### src/logic/cnttmr_params.svh
// Purpose: register offsets, field positions and reset values of the timer
// Assumes: byte offsets on a 32-bit word bus
// Notes: field layouts of control registers are chosen for this block
`ifndef CNTTMR_PARAMS_SVH
`define CNTTMR_PARAMS_SVH

`define CNTTMR_OFS_IFLAG 8'h00
`define CNTTMR_OFS_TCTRL 8'h04
`define CNTTMR_OFS_TCOUNT 8'h08
`define CNTTMR_OFS_DIVLIM 8'h0c
`define CNTTMR_OFS_PSCNT 8'h10
`define CNTTMR_OFS_MCTRL 8'h14
`define CNTTMR_OFS_MVAL0 8'h18
`define CNTTMR_OFS_MVAL1 8'h1c
`define CNTTMR_OFS_MVAL2 8'h20
`define CNTTMR_OFS_MVAL3 8'h24
`define CNTTMR_OFS_CCTRL 8'h28
`define CNTTMR_OFS_CVAL0 8'h2c
`define CNTTMR_OFS_CVAL1 8'h30
`define CNTTMR_OFS_EMCTRL 8'h3c
`define CNTTMR_OFS_CNTCTRL 8'h70
`define CNTTMR_OFS_PWCTRL 8'h74
`define CNTTMR_OFS_IMASK 8'h78

`define CNTTMR_TCTRL_EN 0
`define CNTTMR_TCTRL_RST 1
`define CNTTMR_NFLAGS 6
`define CNTTMR_RESET_WORD 32'h0000_0000

`endif

### src/logic/cnttmr_pkg.sv
// Purpose: shared types of the counter/timer
// Assumes: used with cnttmr_params.svh
// Notes: none
package cnttmr_pkg;
  typedef struct packed {
    logic [5:0] iflag;
    logic [5:0] imask;
    logic [1:0] tctrl;
    logic [31:0] tcount;
    logic [31:0] divlim;
    logic [31:0] pscnt;
    logic [11:0] mctrl;
    logic [3:0][31:0] mval;
    logic [5:0] cctrl;
    logic [1:0][31:0] cval;
    logic [11:0] emctrl;
    logic [3:0] cntctrl;
    logic [3:0] pwctrl;
    logic [2:0] cap_prev;
    logic [31:0] rdata;
    logic irq;
    logic [3:0] mat;
  } cnttmr_state_t;
endpackage

### src/logic/cnttmr_top.sv
// Purpose: 32-bit counter/timer with prescaler, match and capture
// Assumes: one clock, synchronous active-low reset, plain register port
// Notes: capture pins are synchronised by two flip-flops
//
// The strobed register port was chosen for this implementation.
`timescale 1ns/1ps
`include "cnttmr_params.svh"

// Function
// - count advances every limit plus one count events (clocks in timer mode)
// - prescale at limit: count up, prescale clears
// - prescale counter readable and writable
// - writing flag register clears pending flags
// - reading flag register shows pending sources
// - control register enables or resets count
// - match resets, stops and/or interrupts
// - capture control selects edges and interrupt
// - capture input loads capture value register
// - external match control drives match pins
// - count control picks timer or counter mode
// - pulse width control per match pin
// - all implemented bits reset to zero
// - write one clears flag, zero keeps
// - flags 0-3 match, 4-5 capture
module cnttmr_top (
  // clock and reset
  input wire logic clk_in,
  input wire logic resetn_in,
  // register port
  input wire logic [7:0] addr_in,
  input wire logic [31:0] wdata_in,
  input wire logic wr_in,
  input wire logic rd_in,
  output logic [31:0] rdata_out,
  // pins
  input wire logic capture_input_0_in,
  input wire logic capture_input_1_in,
  output logic [3:0] match_outputs_out,
  output logic irq_out
);
  cnttmr_pkg::cnttmr_state_t st;
  cnttmr_pkg::cnttmr_state_t next_st;
  logic [1:0] sync_cap;
  logic [31:0] step_count;
  logic [31:0] step_pscnt;
  logic [3:0] m_flag;
  logic [3:0] m_reset;
  logic [3:0] m_stop;
  logic [3:0] m_pin;
  logic [1:0] c_load;
  logic [1:0] c_flag;
  logic [5:0] set_f;
  logic [5:0] clr_f;
  logic tick;
  logic cnt_ev;
  logic run;
  logic [2:0] cur;

  // capture pins pass two flip-flops first
  cnttmr_sync #(
    .WIDTH(2)
  ) cnttmr_sync_inst (
    .clk_in(clk_in),
    .resetn_in(resetn_in),
    .async_in({capture_input_1_in, capture_input_0_in}),
    .sync_out(sync_cap)
  );

  assign cur = {1'b0, sync_cap};
  assign run = st.tctrl[`CNTTMR_TCTRL_EN] &&
    !st.tctrl[`CNTTMR_TCTRL_RST];

  // counter mode picks the count event
  cnttmr_count_source cnttmr_count_source_inst (
    .level_in(sync_cap),
    .prev_in(st.cap_prev[1:0]),
    .mode_in(st.cntctrl),
    .event_out(cnt_ev)
  );

  cnttmr_count_step cnttmr_count_step_inst (
    .count_in(st.tcount),
    .prescale_in(st.pscnt),
    .limit_in(st.divlim),
    .run_in(run),
    .event_in(cnt_ev),
    .count_next_out(step_count),
    .prescale_next_out(step_pscnt),
    .tick_out(tick)
  );

  for (genvar gi = 0; gi < 4; gi++) begin : g_match
    cnttmr_match_unit cnttmr_match_unit_inst (
      .count_in(st.tcount),
      .value_in(st.mval[gi]),
      .tick_in(tick),
      .action_in(st.mctrl[3*gi +: 3]),
      .pin_action_in(st.emctrl[4+2*gi +: 2]),
      .pin_state_in(st.emctrl[gi]),
      .flag_out(m_flag[gi]),
      .reset_out(m_reset[gi]),
      .stop_out(m_stop[gi]),
      .pin_next_out(m_pin[gi])
    );
  end

  for (genvar gi = 0; gi < 2; gi++) begin : g_capture
    cnttmr_capture_unit cnttmr_capture_unit_inst (
      .level_in(sync_cap[gi]),
      .prev_in(st.cap_prev[gi]),
      .setup_in(st.cctrl[3*gi +: 3]),
      .load_out(c_load[gi]),
      .flag_out(c_flag[gi])
    );
  end

  always_comb begin
    next_st = st;
    set_f = {c_flag, m_flag};
    next_st.cap_prev = cur;
    next_st.tcount = step_count;
    next_st.pscnt = step_pscnt;
    if (st.tctrl[`CNTTMR_TCTRL_RST]) begin
      next_st.tcount = `CNTTMR_RESET_WORD;
      next_st.pscnt = `CNTTMR_RESET_WORD;
    end
    // match: any reset clears the count unless a stop also hits, any stop freezes it
    if (|m_reset) begin
      next_st.tcount = 32'h0000_0000;
    end
    if (|m_stop) begin
      next_st.tcount = st.tcount;
      next_st.pscnt = 32'h0000_0000;
      next_st.tctrl[`CNTTMR_TCTRL_EN] = 1'b0;
    end
    next_st.emctrl[3:0] = m_pin;
    for (int i = 0; i < 2; i++) begin
      if (c_load[i]) begin
        next_st.cval[i] = st.tcount;
      end
    end
    clr_f = 6'h00;
    if (wr_in) begin
      case (addr_in)
        `CNTTMR_OFS_IFLAG: clr_f = wdata_in[5:0];
        `CNTTMR_OFS_TCTRL: next_st.tctrl = wdata_in[1:0];
        `CNTTMR_OFS_TCOUNT: next_st.tcount = wdata_in;
        `CNTTMR_OFS_DIVLIM: next_st.divlim = wdata_in;
        `CNTTMR_OFS_PSCNT: next_st.pscnt = wdata_in;
        `CNTTMR_OFS_MCTRL: next_st.mctrl = wdata_in[11:0];
        `CNTTMR_OFS_MVAL0: next_st.mval[0] = wdata_in;
        `CNTTMR_OFS_MVAL1: next_st.mval[1] = wdata_in;
        `CNTTMR_OFS_MVAL2: next_st.mval[2] = wdata_in;
        `CNTTMR_OFS_MVAL3: next_st.mval[3] = wdata_in;
        `CNTTMR_OFS_CCTRL: next_st.cctrl = wdata_in[5:0];
        `CNTTMR_OFS_EMCTRL: next_st.emctrl = wdata_in[11:0];
        `CNTTMR_OFS_CNTCTRL: next_st.cntctrl = wdata_in[3:0];
        `CNTTMR_OFS_PWCTRL: next_st.pwctrl = wdata_in[3:0];
        `CNTTMR_OFS_IMASK: next_st.imask = wdata_in[5:0];
        default: ;
      endcase
    end
    // set wins over clear
    next_st.iflag = (st.iflag & ~clr_f) | set_f;
    next_st.rdata = 32'h0000_0000;
    if (rd_in) begin
      case (addr_in)
        `CNTTMR_OFS_IFLAG: next_st.rdata = {26'h0, st.iflag};
        `CNTTMR_OFS_TCTRL: next_st.rdata = {30'h0, st.tctrl};
        `CNTTMR_OFS_TCOUNT: next_st.rdata = st.tcount;
        `CNTTMR_OFS_DIVLIM: next_st.rdata = st.divlim;
        `CNTTMR_OFS_PSCNT: next_st.rdata = st.pscnt;
        `CNTTMR_OFS_MCTRL: next_st.rdata = {20'h0, st.mctrl};
        `CNTTMR_OFS_MVAL0: next_st.rdata = st.mval[0];
        `CNTTMR_OFS_MVAL1: next_st.rdata = st.mval[1];
        `CNTTMR_OFS_MVAL2: next_st.rdata = st.mval[2];
        `CNTTMR_OFS_MVAL3: next_st.rdata = st.mval[3];
        `CNTTMR_OFS_CCTRL: next_st.rdata = {26'h0, st.cctrl};
        `CNTTMR_OFS_CVAL0: next_st.rdata = st.cval[0];
        `CNTTMR_OFS_CVAL1: next_st.rdata = st.cval[1];
        `CNTTMR_OFS_EMCTRL: next_st.rdata = {20'h0, st.emctrl};
        `CNTTMR_OFS_CNTCTRL: next_st.rdata = {28'h0, st.cntctrl};
        `CNTTMR_OFS_PWCTRL: next_st.rdata = {28'h0, st.pwctrl};
        `CNTTMR_OFS_IMASK: next_st.rdata = {26'h0, st.imask};
        default: next_st.rdata = 32'h0000_0000;
      endcase
    end
    next_st.irq = |(next_st.iflag & next_st.imask);
    // pwm: pin high while count is below match value
    for (int i = 0; i < 4; i++) begin
      next_st.mat[i] = next_st.pwctrl[i] ?
        (next_st.tcount < next_st.mval[i]) : next_st.emctrl[i];
    end
  end

  always_ff @(posedge clk_in) begin
    if (!resetn_in) begin
      st <= '0;
    end else begin
      st <= next_st;
    end
  end

  assign rdata_out = st.rdata;
  assign irq_out = st.irq;
  assign match_outputs_out = st.mat;
endmodule

module cnttmr_sync #(
  parameter int WIDTH = 2
) (
  // clock and reset
  input wire logic clk_in,
  input wire logic resetn_in,
  // asynchronous levels in, synchronised levels out
  input wire logic [WIDTH-1:0] async_in,
  output logic [WIDTH-1:0] sync_out
);
  typedef struct packed {
    logic [WIDTH-1:0] stage1;
    logic [WIDTH-1:0] stage2;
  } cnttmr_sync_state_t;
  cnttmr_sync_state_t st;
  cnttmr_sync_state_t next_st;

  // the first stage feeds only the second
  always_comb begin
    next_st.stage1 = async_in;
    next_st.stage2 = st.stage1;
  end

  always_ff @(posedge clk_in) begin
    if (!resetn_in) begin
      st <= '0;
    end else begin
      st <= next_st;
    end
  end

  assign sync_out = st.stage2;
endmodule

module cnttmr_count_source (
  // synchronised pins and their previous levels
  input wire logic [1:0] level_in,
  input wire logic [1:0] prev_in,
  // count control field
  input wire logic [3:0] mode_in,
  // one count event
  output logic event_out
);
  logic sel_level;
  logic sel_prev;

  // bits 1:0 mode (0 timer, 1 rise, 2 fall, 3 both), bit 2 input select
  always_comb begin
    sel_level = level_in[mode_in[2]];
    sel_prev = prev_in[mode_in[2]];
    case (mode_in[1:0])
      2'h0: event_out = 1'b1;
      2'h1: event_out = sel_level && !sel_prev;
      2'h2: event_out = !sel_level && sel_prev;
      default: event_out = sel_level != sel_prev;
    endcase
  end
endmodule

module cnttmr_count_step (
  // present count and prescale state
  input wire logic [31:0] count_in,
  input wire logic [31:0] prescale_in,
  input wire logic [31:0] limit_in,
  // counting enabled and a count event due
  input wire logic run_in,
  input wire logic event_in,
  // next values and the end of a prescale period
  output logic [31:0] count_next_out,
  output logic [31:0] prescale_next_out,
  output logic tick_out
);
  always_comb begin
    tick_out = run_in && event_in && (prescale_in == limit_in);
    count_next_out = count_in;
    prescale_next_out = prescale_in;
    if (run_in && event_in) begin
      if (tick_out) begin
        prescale_next_out = 32'h0000_0000;
        count_next_out = count_in + 32'h0000_0001;
      end else begin
        prescale_next_out = prescale_in + 32'h0000_0001;
      end
    end
  end
endmodule

module cnttmr_match_unit (
  // count, match value and prescale tick
  input wire logic [31:0] count_in,
  input wire logic [31:0] value_in,
  input wire logic tick_in,
  // bit 0 interrupt, bit 1 reset, bit 2 stop
  input wire logic [2:0] action_in,
  // pin action (1 low, 2 high, 3 toggle) and present level
  input wire logic [1:0] pin_action_in,
  input wire logic pin_state_in,
  // what this channel asks for
  output logic flag_out,
  output logic reset_out,
  output logic stop_out,
  output logic pin_next_out
);
  logic hit;

  always_comb begin
    hit = (value_in == count_in) && tick_in;
    flag_out = hit && action_in[0];
    reset_out = hit && action_in[1];
    stop_out = hit && action_in[2];
    pin_next_out = pin_state_in;
    if (hit) begin
      case (pin_action_in)
        2'h1: pin_next_out = 1'b0;
        2'h2: pin_next_out = 1'b1;
        2'h3: pin_next_out = !pin_state_in;
        default: pin_next_out = pin_state_in;
      endcase
    end
  end
endmodule

module cnttmr_capture_unit (
  // present and previous synchronised level
  input wire logic level_in,
  input wire logic prev_in,
  // bit 0 rising, bit 1 falling, bit 2 interrupt
  input wire logic [2:0] setup_in,
  // load the capture register, raise its flag
  output logic load_out,
  output logic flag_out
);
  always_comb begin
    load_out = (setup_in[0] && level_in && !prev_in) ||
      (setup_in[1] && !level_in && prev_in);
    flag_out = load_out && setup_in[2];
  end
endmodule

### config.mk
export PLATFORM = sky130hd
export DESIGN_NAME = cnttmr_top
export DESIGN_NICKNAME = d
export VERILOG_FILES = /design/src/logic/cnttmr_pkg.sv /design/src/logic/cnttmr_top.sv
export VERILOG_INCLUDE_DIRS = /design/src /design/src/logic
export SDC_FILE = /design/constraint.sdc
export NUM_CORES = 1
export LEC_CHECK = 0
export BUFFER_PORTS_ARGS = -buffer_cell sky130_fd_sc_hd__buf_2
export CORE_ASPECT_RATIO = 1.2
export CORE_MARGIN = 10
export CORE_UTILIZATION = 38
export CTS_CLUSTER_DIAMETER = 50
export DETAILED_ROUTE_END_ITERATION = 7
export GPL_TIMING_DRIVEN = 0
export HOLD_SLACK_MARGIN = 0.15
export SYNTH_ARGS = -nofsm -noshare
export SYNTH_HDL_FRONTEND = slang
export SYNTH_SLANG_ARGS = --single-unit
### constraint.sdc
create_clock -name clk_in -period 13.1 [get_ports clk_in]
set_input_delay 1.965 -clock clk_in [delete_from_list [all_inputs] [get_ports clk_in]]
set_output_delay 1.965 -clock clk_in [all_outputs]
set_load 0.02 [all_outputs]
==> run_results.csv <==
group,metric,value,unit
outcome,run_status,"complete, but fails checks",
outcome,violations,"capacitance limit, slew limit",
cts,ctsHtreeMaxLevel,2,
route,routed_wirelength,119,mm
finish,seqCellArea,7670,um2
pwr,ir_worst_vdd,0.110,mV
timing,period_share,0.600,
setup_path,start_kind,"input pin",
synth,synthCells,2512,
pwr,p_leak,10.2,nW
cts,cts_made_buffers,51,
setup_path,cp_common_cell,"nor2_1",
synth,synthDistinctLibCells,81,
pwr,power,2.78,mW
finish,stdcell_count,3411,
timing,maxSlewViolCount,66,
synth,synth_edf_count,0,
grt,grt_start_max_net_pins,13,
place,dp_hpwl,89.8,mm
route,avgViaCountPerCell,6.44,
route,drt_iter0_drc,3000,
setup_path,crit_family,"compound AO/OA/AOI/OAI gates",
timing,fmax,127,MHz
cts,cts_tree,"done",
grt,antenna_found_initial,5,
cts,clock_path_buffers,3,
route,firstDrtPassIters,6,
cts,cts_hold_buf,0,
cts,cts_setup_buffers,0,
timing,worst_pin_slew,1.66,ns
die,row_count,95,
synth,syn_area,21600,um2
grt,grt_overflow,0,
die,die_h,281,um
synth,avgSynthCellArea,8.59,um2
route,antenna_left,0,
finish,layout_common_cells,"dfxtp_1, nand2_1, nor2_1, xnor2_1, a21oi_1",
grt,grt_usage,0.345,
die,coreArea,56100,um2
finish,syn2layout_area_growth,14.4,%
job,max_cap_violations,6,
min_path,hold_class,"reg2reg",
setup_path,arrival,8.32,ns
setup_path,required,13.56,ns
synth,synth_flop_cell,"dfxtp_1",
synth,synth_seq_cells,383,
die,die_x,238,um
synth,async_flop_share,0,
finish,fillers,5664,
synth,synth_nets,2683,
cts,post_cts_resized,0,
setup_path,critPathMaxFanout,10,
timing,hold_violations,0,
grt,grt_pass1_wl,163,mm
timing,relSlewSlack,-0.107,
place,dp.cells,3314,
route,via_count,22000,
setup_path,worst-path-buf-inv,3,
route,wl_per_cell,34.8,um
setup_path,critical_path_class,"in2reg",
timing,worst_clock_skew,0.0249,ns
setup_path,max_stage_delay,1.18,ns
cts,clk_pin_slew,0.06,ns
timing,fin_crit,7.86,ns
setup_path,cpMaxStageDelayCell,"buf_1",
timing,setup_violations,0,
cts,clock-root-buffer,"clkbuf_16",
finish,final_common_cell,"dfxtp_1",
synth,yosysWarnings,0,
cts,clock_latency,0.61,ns
route,drc,0,
finish,multi_input_area,12800,um2
timing,finalSetupTns,0,ns
place,numPortBuffers,73,
setup_path,cp-end-kind,"flip-flop",
grt,grt_pass1_vias,20700,
die,die-area,66700,um2
finish,fin_nets,2812,
cts,cts_sinks,383,
timing,grt_setup_unrepaired,"false",
die,ioPinCount,83,
pwr,pwr_density_cell,113,nW/um2
place,place_congestion,1.09,
die,start_util,0.385,
finish,drive_gt1_frac,0.106,
synth,ys_seq_area_frac,0.355,
setup_path,worstPathCellList,"buf_2, or4_1, nor2_1, clkbuf_1, buf_1, nand3_1, o21ai_0, ha_1, a21oi_1, nor2_1, a211oi_1, o221ai_1, a31oi_1, a2111oi_2, o21ai_1",
==> cells in the mapped netlist, drive strengths merged, types with 5 or more instances <==
library cell / instances / area share
nand4: 86 / 0.026
buf: 101 / 0.030
o21ai: 52 / 0.012
o21a: 8 / 0.0028
xnor2: 191 / 0.078
nor4: 21 / 0.010
a221oi: 44 / 0.018
a32oi: 5 / 0.0020
dfxtp: 383 / 0.36
a21oi: 169 / 0.039
nand3: 65 / 0.015
nand2: 310 / 0.054
nand2b: 12 / 0.0038
nand3b: 12 / 0.0048
nor2: 251 / 0.044
and2: 43 / 0.012
ha: 125 / 0.072
mux2i: 139 / 0.064
o211ai: 5 / 0.0017
and3: 24 / 0.0070
and4: 8 / 0.0035
a21o: 45 / 0.016
inv: 11 / 0.0019
a22oi: 75 / 0.026
a22o: 43 / 0.017
a31oi: 42 / 0.012
nor2b: 14 / 0.0041
nor3: 14 / 0.0038
clkbuf: 119 / 0.021
a222oi: 28 / 0.013
xor2: 15 / 0.0061
or4: 5 / 0.0019
==> worst paths after layout <==
check	start	end	slack, ns	depth (start not counted)
setup / recovery	addr_in[7]	match_outputs_out[3]	5.24	15
hold / removal	cnttmr_sync_inst.next_st[1]	cnttmr_sync_inst.sync_out[1]	0.44	1
setup reg to reg	st[195]	match_outputs_out[3]	5.98	17
hold reg to reg	cnttmr_sync_inst.next_st[1]	cnttmr_sync_inst.sync_out[1]	0.44	1
==> logic make-up (layout without fill, tap and decap cells) <==
group	after synthesis	count (layout)	synth area share
AO/OA/AOI/OAI	549	549	0.176
XOR/XNOR	206	206	0.0840
adder cells (fa/ha/maj)	125	125	0.0725
buffers and inverters	231	399	0.0525
flip-flops	383	383	0.355
multiplexers	140	140	0.0650
other	0	4	0
AND/OR/NAND/NOR	878	878	0.195
==> per-stage QoR <==
| stage | instance area [um2] | worst slack [ns] | hold slack [ns] | utilization |
|---|---|---|---|---|
| after floorplan | 21600 | 7.65 | 0.412 | - |
| after global placement | 22900 | 3.16 | 0.424 | 0.407 |
| after detailed placement | 22900 | 4.34 | 0.432 | 0.408 |
| after CTS | 24700 | 4.96 | 0.446 | 0.439 |
| after global routing | 24700 | 5.47 | 0.460 | 0.440 |
| final | 24700 | 5.24 | 0.440 | 0.440 |
==> layer usage <==
layer  track usage  share of wire  wire [um]
met3        0.0784           0.10      12400
met1         0.402           0.37      43700
met2         0.538           0.43      51300
met4         0.276          0.095      11300
met5             0        0.00023         27
==> registers in the layout (all words and copies together) (netlist names) <==
name	count
cnttmr_sync_inst.next_st	2
rdata_out	32
cnttmr_sync_inst.sync_out	2
irq_out	1
match_outputs_out	4
st	342
==> power by group <==
group	internal [mW]	total, mW	switching, mW
registers	1.17	1.17	0.00182
logic	0.0222	0.113	0.0908
clock network	0.905	1.49	0.589
total	2.09	2.78	0.682
==> final cells by class <==
class,count,share of cell area
multi-input cells,1898,0.518
flip-flops and latches,383,0.311
clock buffers,70,0.0596
plain buffers,220,0.0445
well taps,727,0.0369
repair buffers,76,0.0159
clock inverters,22,0.0122
inverters,11,0.00167
diodes,4,0.000406
Power figures use the tool's default switching activity.
